### src/diag_counters_regs.svh
// constants of the machine and switchgear diagnostic counters
// assumes a 25 MHz core clock and currents scaled in amperes
//
// What this block does
// RQ1 - count running hours while any phase current exceeds a tenth of base_current
// RQ2 - request a non-volatile save of the hours every four elapsed hours
// RQ3 - an external preset value replaces the running-hours count
// RQ4 - on thermal trip, save thermal capacity used plus ten percent
// RQ5 - clear the saved thermal value once start-inhibit delay reaches zero
// RQ6 - after power returns, seed the thermal calculation from the saved value
// RQ7 - report thermal capacity used in whole percent of rated capacity
// RQ8 - remaining time before trip in minutes, clamped to 999, refreshed each second
// RQ9 - waiting time after trip in minutes, clamped to 999, refreshed each second
// RQ10 - time the period while any phase exceeds 1.2 times base_current
// RQ11 - capture the largest phase current seen during that period
// RQ12 - save starting duration and peak current to non-volatile storage
// RQ13 - starts counters 0 to 60, cleared only after accepted password
// RQ14 - report start-inhibit minutes, 0 to 360, while starting is inhibited
// RQ15 - accumulate squared breaking current in five bands of rated current
// RQ16 - keep a grand total in kA squared up to 65535 and an operation count
// RQ17 - each trip_output_relay command counts one operation and accumulates current
// RQ18 - breaking current uses the fundamental-frequency current magnitudes
// RQ19 - save band totals, grand total and operation count to non-volatile storage
// RQ20 - breaker totals and operation count accept external preset values
// RQ21 - every 16-bit counter saturates instead of wrapping
`ifndef DIAG_COUNTERS_REGS_SVH
`define DIAG_COUNTERS_REGS_SVH

// ----------------------------------------------------------------
// time base
// ----------------------------------------------------------------
`define CLK_KHZ      25000
`define SECOND_MS    1000
`define CENTI_MS     10
`define HOUR_SEC     12'he10
`define NV_PERIOD_H  3'h4

// ----------------------------------------------------------------
// thresholds, ratios as divider over multiplier
// ----------------------------------------------------------------
`define RUN_MUL      20'h0000a
`define RUN_DEN      20'h00001
`define START_MUL    20'h00005
`define START_DEN    20'h00006
`define BAND_2       24'h000002
`define BAND_5       24'h000005
`define BAND_10      24'h00000a
`define BAND_40      24'h000028
`define KA2_DIV      32'h000f4240

// ----------------------------------------------------------------
// limits and increments
// ----------------------------------------------------------------
`define THERM_BUMP   16'h000a
`define MIN_MAX      16'h03e7
`define INHIB_MAX    16'h0168
`define STARTS_MAX   8'h3c
`define DUR_MAX      16'h7530
`define SAT16        16'hffff

`endif

### src/diag_counters_pkg.sv
// types shared by the diagnostic counters and their surroundings
// assumes currents are fundamental magnitudes in amperes
package diag_counters_pkg;

  // three phase fundamental magnitudes
  typedef struct packed {
    logic [15:0] ph3;
    logic [15:0] ph2;
    logic [15:0] ph1;
  } phase_current_t;

  // breaking current totals, band 0 lowest
  typedef struct packed {
    logic [4:0][15:0] band;
    logic [15:0]      total;
    logic [15:0]      ops;
  } breaker_totals_t;

  // image kept in non-volatile storage
  typedef struct packed {
    logic [15:0]     runHours;
    logic [15:0]     thermal;
    logic [15:0]     startDur;
    logic [15:0]     startPeak;
    breaker_totals_t brk;
  } nv_image_t;

endpackage

### src/machine_switchgear_diag_counters.sv
// diagnostic counters and captured values of a protection relay
// assumes protection results arrive on core_clk and the storage
// controller outside takes the save pulses and performs restore
`timescale 1ns/100ps
`include "diag_counters_regs.svh"

module machine_switchgear_diag_counters #(
  parameter int SEC_CYCLES   = `SECOND_MS * `CLK_KHZ,
  parameter int CENTI_CYCLES = `CENTI_MS * `CLK_KHZ
) (
  // clock and reset
  input  wire logic                            core_clk,
  input  wire logic                            reset,
  // settings and currents
  input  wire logic [15:0]                     baseCurrent,
  input  wire logic [15:0]                     ratedCurrent,
  input  wire diag_counters_pkg::phase_current_t phaseCurrent,
  // thermal and starts protection results
  input  wire logic [15:0]                     thermalPct,
  input  wire logic                            thermalTrip,
  input  wire logic [15:0]                     remainMinIn,
  input  wire logic [15:0]                     waitMinIn,
  input  wire logic                            startInhibited,
  input  wire logic [15:0]                     inhibitMinIn,
  input  wire logic [7:0]                      startsLeftIn,
  input  wire logic                            startsClearReq,
  input  wire logic                            passwordOk,
  // trip_output_relay command
  input  wire logic                            tripOutputRelay,
  // presets and restore
  input  wire logic                            presetHoursLoad,
  input  wire logic [15:0]                     presetHours,
  input  wire logic                            presetBrkLoad,
  input  wire diag_counters_pkg::breaker_totals_t presetBrk,
  input  wire logic                            nvRestore,
  input  wire diag_counters_pkg::nv_image_t    nvRestoreImage,
  // readouts
  output logic [15:0]                          runHours_q,
  output logic [15:0]                          thermalUsed_q,
  output logic [15:0]                          thermalSaved_q,
  output logic [15:0]                          remainMin_q,
  output logic [15:0]                          waitMin_q,
  output logic [15:0]                          inhibitMin_q,
  output logic [7:0]                           startsLeft_q,
  output logic [15:0]                          startDur_q,
  output logic [15:0]                          startPeak_q,
  output diag_counters_pkg::breaker_totals_t   brk_q,
  // commands to neighbours
  output logic                                 thermalSeedLoad_q,
  output logic                                 startsClear_q,
  // save requests to non-volatile storage
  output logic                                 nvSaveHours_q,
  output logic                                 nvSaveThermal_q,
  output logic                                 nvSaveStart_q,
  output logic                                 nvSaveBreaker_q
);

  // ----------------------------------------------------------------
  // helpers
  // ----------------------------------------------------------------
  // saturating add, no wrap on any counter
  function automatic logic [15:0] sat16add(input logic [15:0] a, input logic [31:0] b);
    logic [32:0] s;
    s = 33'(a) + 33'(b);
    return (s > 33'(`SAT16)) ? `SAT16 : s[15:0];
  endfunction

  function automatic logic [15:0] clampTo(input logic [15:0] v, input logic [15:0] lim);
    return (v > lim) ? lim : v;
  endfunction

  // i * mul > ib * den, ratio compare without division
  function automatic logic above(input logic [15:0] i, input logic [15:0] ib,
                                 input logic [19:0] mul, input logic [19:0] den);
    return (20'(i) * mul) > (20'(ib) * den);
  endfunction

  // ----------------------------------------------------------------
  // decoding
  // ----------------------------------------------------------------
  logic [15:0] ph1;
  logic [15:0] ph2;
  logic [15:0] ph3;
  logic [15:0] max12;
  logic [15:0] maxPhase;
  logic        running;
  logic        overStart;
  logic        startsAccept;

  assign ph1 = phaseCurrent.ph1;
  assign ph2 = phaseCurrent.ph2;
  assign ph3 = phaseCurrent.ph3;
  assign max12 = (ph1 > ph2) ? ph1 : ph2;
  assign maxPhase = (max12 > ph3) ? max12 : ph3;
  // any phase above a tenth of base_current
  assign running = above(ph1, baseCurrent, `RUN_MUL, `RUN_DEN) |
                   above(ph2, baseCurrent, `RUN_MUL, `RUN_DEN) |
                   above(ph3, baseCurrent, `RUN_MUL, `RUN_DEN); // RQ1
  // any phase above 1.2 base_current
  assign overStart = above(ph1, baseCurrent, `START_MUL, `START_DEN) |
                     above(ph2, baseCurrent, `START_MUL, `START_DEN) |
                     above(ph3, baseCurrent, `START_MUL, `START_DEN); // RQ10
  assign startsAccept = startsClearReq & passwordOk; // RQ13

  // ----------------------------------------------------------------
  // time base
  // ----------------------------------------------------------------
  logic [31:0] secCnt_q;
  logic [31:0] centiCnt_q;
  logic        secTick;
  logic        centiTick;

  assign secTick = (secCnt_q == 32'(SEC_CYCLES - 1));
  assign centiTick = (centiCnt_q == 32'(CENTI_CYCLES - 1));

  // free-running second and 10 ms strobes
  always_ff @(posedge core_clk) begin
    if (reset || secTick) begin
      secCnt_q <= 32'h0;
    end else begin
      secCnt_q <= secCnt_q + 32'h1;
    end
    if (reset || centiTick) begin
      centiCnt_q <= 32'h0;
    end else begin
      centiCnt_q <= centiCnt_q + 32'h1;
    end
  end

  // ----------------------------------------------------------------
  // running hours and periodic save
  // ----------------------------------------------------------------
  logic [11:0] runSec_q;
  logic [11:0] nvSec_q;
  logic [2:0]  nvHour_q;
  logic        runHourDone;
  logic        nvHourDone;

  assign runHourDone = secTick & running & (runSec_q == `HOUR_SEC - 12'h1);
  assign nvHourDone = secTick & (nvSec_q == `HOUR_SEC - 12'h1);

  // seconds within the hour only advance while the machine runs
  always_ff @(posedge core_clk) begin
    if (reset) begin
      runSec_q   <= 12'h0;
      runHours_q <= 16'h0;
    end else begin
      if (runHourDone) begin
        runSec_q <= 12'h0;
      end else if (secTick && running) begin
        runSec_q <= runSec_q + 12'h1; // RQ1
      end
      if (nvRestore) begin
        runHours_q <= nvRestoreImage.runHours;
      end else if (presetHoursLoad) begin
        runHours_q <= presetHours; // RQ3
      end else if (runHourDone) begin
        runHours_q <= sat16add(runHours_q, 32'h1); // RQ21
      end
    end
  end

  // elapsed time counts regardless of load
  always_ff @(posedge core_clk) begin
    if (reset) begin
      nvSec_q       <= 12'h0;
      nvHour_q      <= 3'h0;
      nvSaveHours_q <= 1'b0;
    end else begin
      nvSaveHours_q <= 1'b0;
      if (nvHourDone) begin
        nvSec_q <= 12'h0;
        if (nvHour_q == `NV_PERIOD_H - 3'h1) begin
          nvHour_q      <= 3'h0;
          nvSaveHours_q <= 1'b1; // RQ2
        end else begin
          nvHour_q <= nvHour_q + 3'h1;
        end
      end else if (secTick) begin
        nvSec_q <= nvSec_q + 12'h1;
      end
    end
  end

  // ----------------------------------------------------------------
  // thermal capacity save, clear and restore
  // ----------------------------------------------------------------
  // a trip in the same cycle as the clear condition wins
  always_ff @(posedge core_clk) begin
    if (reset) begin
      thermalSaved_q    <= 16'h0;
      thermalSeedLoad_q <= 1'b0;
      nvSaveThermal_q   <= 1'b0;
      thermalUsed_q     <= 16'h0;
    end else begin
      thermalSeedLoad_q <= nvRestore; // RQ6
      nvSaveThermal_q   <= 1'b0;
      if (nvRestore) begin
        thermalSaved_q <= nvRestoreImage.thermal; // RQ6
      end else if (thermalTrip) begin
        thermalSaved_q  <= sat16add(thermalPct, 32'(`THERM_BUMP)); // RQ4
        nvSaveThermal_q <= 1'b1;
      end else if (inhibitMinIn == 16'h0 && thermalSaved_q != 16'h0) begin
        thermalSaved_q  <= 16'h0; // RQ5
        nvSaveThermal_q <= 1'b1;
      end
      if (secTick) begin
        thermalUsed_q <= thermalPct; // RQ7
      end
    end
  end

  // ----------------------------------------------------------------
  // minute readouts and number of starts
  // ----------------------------------------------------------------
  // refreshed once a second so the display does not flicker
  always_ff @(posedge core_clk) begin
    if (reset) begin
      remainMin_q   <= 16'h0;
      waitMin_q     <= 16'h0;
      inhibitMin_q  <= 16'h0;
      startsLeft_q  <= 8'h0;
      startsClear_q <= 1'b0;
    end else begin
      startsClear_q <= startsAccept; // RQ13
      if (secTick) begin
        remainMin_q  <= clampTo(remainMinIn, `MIN_MAX); // RQ8
        waitMin_q    <= clampTo(waitMinIn, `MIN_MAX); // RQ9
        inhibitMin_q <= startInhibited ? clampTo(inhibitMinIn, `INHIB_MAX) : 16'h0; // RQ14
      end
      if (startsAccept) begin
        startsLeft_q <= 8'h0; // RQ13
      end else if (secTick) begin
        startsLeft_q <= (startsLeftIn > `STARTS_MAX) ? `STARTS_MAX : startsLeftIn;
      end
    end
  end

  // ----------------------------------------------------------------
  // starting or overload period
  // ----------------------------------------------------------------
  logic overActive_q;

  // duration in 10 ms steps, held at 300 s
  always_ff @(posedge core_clk) begin
    if (reset) begin
      overActive_q  <= 1'b0;
      startDur_q    <= 16'h0;
      startPeak_q   <= 16'h0;
      nvSaveStart_q <= 1'b0;
    end else begin
      overActive_q  <= overStart;
      nvSaveStart_q <= overActive_q & ~overStart; // RQ12
      if (nvRestore) begin
        startDur_q  <= nvRestoreImage.startDur; // RQ12
        startPeak_q <= nvRestoreImage.startPeak;
      end else if (overStart && !overActive_q) begin
        startDur_q  <= 16'h0; // RQ10
        startPeak_q <= maxPhase; // RQ11
      end else if (overStart) begin
        if (centiTick && startDur_q != `DUR_MAX) begin
          startDur_q <= startDur_q + 16'h1; // RQ10
        end
        if (maxPhase > startPeak_q) begin
          startPeak_q <= maxPhase; // RQ11
        end
      end
    end
  end

  // ----------------------------------------------------------------
  // cumulative breaking current
  // ----------------------------------------------------------------
  logic        tripLast_q;
  logic        tripRise;
  logic [31:0] breakKa2;
  logic [2:0]  bandSel;
  logic [23:0] iWide;

  // phase inputs are already fundamental magnitudes
  assign iWide = 24'(maxPhase); // RQ18
  assign tripRise = tripOutputRelay & ~tripLast_q; // RQ17
  assign breakKa2 = (32'(maxPhase) * 32'(maxPhase)) / `KA2_DIV;
  assign bandSel = (iWide < 24'(ratedCurrent) * `BAND_2)  ? 3'h0 :
                   (iWide < 24'(ratedCurrent) * `BAND_5)  ? 3'h1 :
                   (iWide < 24'(ratedCurrent) * `BAND_10) ? 3'h2 :
                   (iWide < 24'(ratedCurrent) * `BAND_40) ? 3'h3 : 3'h4; // RQ15

  // one accumulation per rising trip command, never per cycle held
  always_ff @(posedge core_clk) begin
    if (reset) begin
      tripLast_q      <= 1'b0;
      brk_q           <= '0;
      nvSaveBreaker_q <= 1'b0;
    end else begin
      tripLast_q      <= tripOutputRelay;
      nvSaveBreaker_q <= tripRise; // RQ19
      if (nvRestore) begin
        brk_q <= nvRestoreImage.brk; // RQ19
      end else if (presetBrkLoad) begin
        brk_q <= presetBrk; // RQ20
      end else if (tripRise) begin
        brk_q.ops   <= sat16add(brk_q.ops, 32'h1); // RQ17
        brk_q.total <= sat16add(brk_q.total, breakKa2); // RQ16
        for (int b = 0; b < 5; b++) begin
          if (bandSel == 3'(b)) begin
            brk_q.band[b] <= sat16add(brk_q.band[b], breakKa2); // RQ15
          end
        end
      end
    end
  end
endmodule // machine_switchgear_diag_counters

### config.mk
export PLATFORM = sky130hd
export DESIGN_NAME = machine_switchgear_diag_counters
export DESIGN_NICKNAME = d
export VERILOG_FILES = /design/src/diag_counters_pkg.sv /design/src/machine_switchgear_diag_counters.sv
export VERILOG_INCLUDE_DIRS = /design/src /design/src/src
export SDC_FILE = /design/constraint.sdc
export NUM_CORES = 2
export LEC_CHECK = 0
export BUFFER_PORTS_ARGS = -buffer_cell sky130_fd_sc_hd__buf_2
export CAP_MARGIN = 40
export CORE_AREA = 3 3 276 278
export CTS_CLUSTER_SIZE = 28
export DETAILED_ROUTE_END_ITERATION = 8
export DIE_AREA = 0 0 279 281
export HOLD_SLACK_MARGIN = 0.12
export PLACE_DENSITY = 0.9
export SYNTH_ARGS = -nofsm -noshare
export SYNTH_HDL_FRONTEND = slang
export SYNTH_SLANG_ARGS = --single-unit
export TNS_END_PERCENT = 50
### constraint.sdc
create_clock -name core_clk -period 70 [get_ports core_clk]
set_input_delay 17.5 -clock core_clk [delete_from_list [all_inputs] [get_ports core_clk]]
set_output_delay 17.5 -clock core_clk [all_outputs]
set_load 0.05 [all_outputs]
Yosys cells after proc, flatten, opt, wreduce, memory -nomap -nowiden --
Index checks and enable logic that the tools add are counted.
Word-level totals: bits in registers 347, bits of input ports 466, output and inout port bits 254, logic and storage cells 184
Cells by class: add/subtract/negate cells 15, multipliers 11, divide/modulo/power cells 1, $lt $le $gt $ge 26, eq/ne operators 10, muxes and demuxes 46, bitwise logic cells 13, reductions and logical operators 33
Operator list (number):
- 2-to-1 mux 16 bit | 34
- 2-to-1 mux 112 bit | 3
- adder 16 x 32 -> 33 bit | 6
- > comparator 33 x 16 -> 1 bit (second input constant) | 6
- multiplier 16 x 3 -> 19 bit (second input constant) | 9
- adder 32 x 1 -> 32 bit (second input constant) | 2
- > comparator 20 x 16 -> 1 bit | 3
- > comparator 19 bit | 3
- > comparator 17 x 16 -> 1 bit (second input constant) | 3
- > comparator 16 bit | 3
- adder 16 x 1 -> 17 bit (second input constant) | 2
- nonzero test 3 bit | 11
- divider 32 x 20 -> 32 bit (second input constant) | 1
- == test 32 x 18 -> 1 bit (second input constant) | 1
- == test 32 x 25 -> 1 bit (second input constant) | 1
- > comparator 16 x 10 -> 1 bit (second input constant) | 2
- multiplier 16 x 16 -> 32 bit | 1
- adder 12 x 1 -> 12 bit (second input constant) | 2
- == test 12 bit (second input constant) | 2
- < comparator 16 x 22 -> 1 bit | 1
- < comparator 16 x 20 -> 1 bit | 1
- < comparator 16 x 19 -> 1 bit | 1
- multiplier 16 x 2 -> 18 bit (second input constant) | 1
- adder 16 x 4 -> 17 bit (second input constant) | 1
- 23 further kinds | 55

Longest topological paths before layout --
word-level depth 14, depth in mapped cells 119, mapped depth without buffers 109

Worst setup path before layout --
OpenSTA, ideal clock, no wires.
path kind input port to flip-flop, from input phaseCurrent[30] (netlist name), to register brk_q[51] (netlist name), setup time 0.128 ns, arrival time 42.429 ns, required time 69.872 ns, setup slack 27.444 ns, stages 105, buffers on the path 10, cells stage by stage inv_1 ha_1 nand4_1 nor4_1 a21boi_0 o31a_1 clkbuf_1 clkbuf_1 o21ai_0 ha_1 nand4_1 or2_2 a211oi_1 nor3b_1 or2_2 clkbuf_1 buf_1 a21oi_1 [... 69 more ...] nor2b_1 o21ai_0 a21oi_1 o21ai_0 a21oi_1 o21ai_0 a21oi_1 o21ai_0 a21oi_1 o21ai_0 a21oi_1 o21ai_0 inv_1 a31oi_1 clkbuf_1 a21oi_1 mux2i_1 nor2_1
On the way: word-level cells in the longest chain between the ends 13, elaborated cells between the ends (all ways) 24, those cells by class add/sub: 1; mul: 1; div: 1; order compare: 7; eq/ne: 1; mux: 11; reduce/logical: 2
Ends and longest elaborated chain:
- start, declared | line machine_switchgear_diag_counters.sv:17 | input wire diag_counters_pkg::phase_current_t phaseCurrent,
- > comparator 16 bit | line machine_switchgear_diag_counters.sv:93 | assign max12 = (ph1 > ph2) ? ph1 : ph2;
- 2-to-1 mux 16 bit (*) | line machine_switchgear_diag_counters.sv:93
- > comparator 16 bit | line machine_switchgear_diag_counters.sv:94 | assign maxPhase = (max12 > ph3) ? max12 : ph3;
- 2-to-1 mux 16 bit (*) | line machine_switchgear_diag_counters.sv:94
- multiplier 16 x 16 -> 32 bit | line machine_switchgear_diag_counters.sv:283 | assign breakKa2 = (32'(maxPhase) * 32'(maxPhase)) / `KA2_DIV;
- divider 32 x 20 -> 32 bit (no source line)
- adder 16 x 32 -> 33 bit | line machine_switchgear_diag_counters.sv:64 | s = 33'(a) + 33'(b);
- > comparator 33 x 16 -> 1 bit | line machine_switchgear_diag_counters.sv:65 | return (s > 33'(`SAT16)) ? `SAT16 : s[15:0];
- 2-to-1 mux 16 bit | line machine_switchgear_diag_counters.sv:65
- 2-to-1 mux 16 bit | line machine_switchgear_diag_counters.sv:306 | if (bandSel == 3'(b)) begin
- 2-to-1 mux 112 bit | line machine_switchgear_diag_counters.sv:302 | end else if (tripRise) begin
- 2-to-1 mux 112 bit | line machine_switchgear_diag_counters.sv:300 | end else if (presetBrkLoad) begin
- 2-to-1 mux 112 bit | line machine_switchgear_diag_counters.sv:298 | if (nvRestore) begin
- end signal, assigned | line machine_switchgear_diag_counters.sv:299 | brk_q <= nvRestoreImage.brk;
- end signal, assigned | line machine_switchgear_diag_counters.sv:301 | brk_q <= presetBrk;
- end, declared | line machine_switchgear_diag_counters.sv:47 | output diag_counters_pkg::breaker_totals_t brk_q,
Mark *: on every way between the ends. The rest lies on a longest branch, timed or not. The select of a mux whose other input is x is not followed. A chain may end at the register's enable or synchronous reset.

Worst setup path in the final report --
from input phaseCurrent[31] (netlist name), to register brk_q[74] (netlist name)
The elaborated chain is that of the path after synthesis.

==> run summary <==
FP Rows: 100
Largest net degree at the start of global routing: 89
Max_slew headroom: 37.67%
Crit path time final: 47.27 ns
H-tree levels: 2
Setup TNS: 0 ns
CTS Buf Count: 41
Root buf cell: clkbuf_16
Synth Register Bits: 347
Final ANT Viol Nets: 0
Placer Congestion: 1.018
Clock-pin transition on the worst setup and hold timing paths: 0.06 ns
Leading area contributor after synthesis: dfxtp_1
Hpwl dp: 129.4 mm
Buffers on Ports: 719
Critical path's top delay family: compound AO/OA/AOI/OAI gates
Starting DRT DRC Count: 4933
IO Pins: 720
Filler instances: 6232
Post-synth EDFFs: 0
CP bufs+invs: 14
GRT met2 Usage: 57.63%
Global route overflow: 0
Max Slew Vio Count: 0
Clock insertion delay at the later pin of the skew report: 0.61 ns
Clock skew: 0.03543 ns
Clock Sinks: 347
Area growth syn-to-layout: 14.43%
Worst-margin pin slew: 0.9089 ns
RSZ-0062 raised after global routing: no
Count leader, synth: nor2_1
Post-CTS sizing: 0
CP Max Fanout: 20
Maximum clock rate: 21.15 MHz
Crit path DAT: 47.71 ns
Gate count after technology mapping: 5448
Fraction of registers with async set/reset: 0%
CP most frequent cell: a21oi_1
Most crowded layer after global routing: met2
Vias in the first global route: 42993
Hold Vio Cnt, Final: 0
Fin nets: 7212
Top cells by area in the synthesized netlist: dfxtp_1 (17%), ha_1 (15%), fa_1 (8.3%)
GRT Total Usage: 39.36%
Met3 Use GR: 18.13%
CTS Hold Bufs: 0
Die ar.: 78400 um^2
Layout cells sized above 1: 16.09%
Worst setup EP type: flip-flop
DR vias: 45246
CTS tree: built
CP peak stage delay: 0.87 ns
Antenna violations before repair: 38
Width of the die: 279 um
Final setup viols: 0
Slowest-stage cell, CP: xnor2_1
Final period util: 67.53%
Violated checks: DRC
Maximum clock path buffer count: 3
First-pass GRT wire length: 243.1 mm
Mapped cell area: 41830 um^2
Die height: 281 um
Critical path type: input pin to flip-flop
Initial Util: 56.38%
Post-synthesis sequential area ratio: 16.61%
Crit start category: input pin
Buffer count from post-CTS setup fixing: 0
Hold Crit Class: flip-flop to flip-flop
Core Area: 74200 um^2
Drt wl/cell: 22.88 um
Synth Warn #: 0
Total of max-cap violations: 0
Status: complete, but fails checks
Main synth FF type: dfxtp_1
DRC violations left: 2
Top cell types by occurrence after synthesis: nor2_1 (543), a21oi_1 (519), ha_1 (518), inv_1 (497), nand2_1 (393)
DR vias/cell: 6.387
DR pass1 iterations: 9
Crit path required time: 70.44 ns
Top cell type's share of synthesized area: 16.61%
Met1 usage: 47.95%
Synth Area per Inst: 7.679 um^2
Post-synthesis cell type count: 126
Mapped Nets: 6606
Post-Route WL: 162.1 mm
==> layout by cell type, fill, tap and decap left out, types with 30 or more instances in the layout <==
cell type	Yosys	layout
and2_1	44	44
diode_2	0	30
o22ai_1	107	107
a21oi_1	519	518
ha_1	518	518
nor4_1	44	43
nor2b_1	64	64
dfxtp_1	347	347
a221oi_1	36	36
nand3_1	146	146
nand2_1	393	392
fa_1	174	174
nand2b_1	85	85
a211o_1	37	37
xnor2_1	188	188
o21ai_0	263	262
clkbuf_16	0	41
nor3_1	126	126
and3_1	76	76
inv_1	497	496
buf_2	5	717
o211ai_1	37	37
nand4_1	82	82
nor2_1	543	541
xor2_1	141	141
a21o_1	106	106
o21bai_1	39	37
buf_4	2	47
a31oi_1	37	37
mux2i_1	54	54
a211oi_1	88	88
==> path summary, 6_finish.rpt <==
| check | endpoint | start | cells past startpoint | slack (ns) |
|---|---|---|---|---|
| max | brk_q[74] | phaseCurrent[31] | 106 | 22.73 |
| min | remainMin_q[3] | remainMin_q[3] | 2 | 0.45 |
| max reg2reg | brk_q[74] | brk_q[66] | 19 | 65.74 |
| min reg2reg | remainMin_q[3] | remainMin_q[3] | 2 | 0.45 |
==> area by class of cell <==
class / count / area (um^2) / area share [%]
repair buffers: 779 / 4154 / 8.677
flip-flops and latches: 347 / 6947 / 14.51
clock inverters: 18 / 224.0 / 0.4678
inverters: 511 / 1923 / 4.017
clock buffers: 56 / 1162 / 2.428
diodes: 30 / 75.07 / 0.1568
well taps: 969 / 1212 / 2.533
multi-input cells: 4374 / 32170 / 67.21
==> sequential cells by signal, indices dropped and copies added (netlist names), 3 cells and up <==
| name | flops |
|---|---|
| brk_q | 112 |
| thermalUsed_q | 16 |
| startDur_q | 16 |
| startPeak_q | 16 |
| centiCnt_q | 32 |
| nvHour_q | 3 |
| waitMin_q | 16 |
| remainMin_q | 16 |
| secCnt_q | 32 |
| thermalSaved_q | 16 |
| nvSec_q | 12 |
| runSec_q | 12 |
| startsLeft_q | 8 |
| inhibitMin_q | 16 |
| runHours_q | 16 |
==> worst reg2reg max path, delay by kind of cell, from the launching register on <==
| kind | cells | cell delay [ns] |
|---|---|---|
| buf+inv | 2 | 0.39 |
| simple gates | 3 | 0.32 |
| fa+ha+maj | 1 | 0.32 |
| flops | 1 | 0.48 |
| compound gates | 12 | 2.39 |
| mux | 1 | 0.20 |
==> routing by layer <==
| layer | vias up | part of all wire (%) |
|---|---|---|
| met5 | - | 0.073 |
| met4 | 18 | 5.9 |
| met3 | 668 | 15 |
| met2 | 2763 | 41 |
| met1 | 21118 | 38 |
| li1 | 20679 | - |
==> kinds of logic after synthesis <==
kind of cell	count (synthesis)	synth area share (%)
simple gates	1734	20.05
flops	347	16.61
xor+xnor	330	6.927
compound gates	1542	24.10
buf+inv	727	6.634
fa+ha+maj	699	23.99
mux	69	1.702
==> through the flow <==
step                      util [%]  instances  setup WS (ns)  hold slack (ns)  area (um^2)
after floorplan                  -       5448          27.44           0.4179        41830
after global placement       62.16       6954          23.28           0.4321        46120
after detailed placement     62.53       6978          22.91           0.4398        46400
after CTS                    64.40       7052          23.37           0.4482        47780
after global routing         64.50       7077          20.66           0.4661        47850
final                        64.52       7084          22.73           0.4489        47870
Power is left out: the tool's default activity adds up to more than one toggle a clock period on the data nets, which glitch-free logic cannot reach.
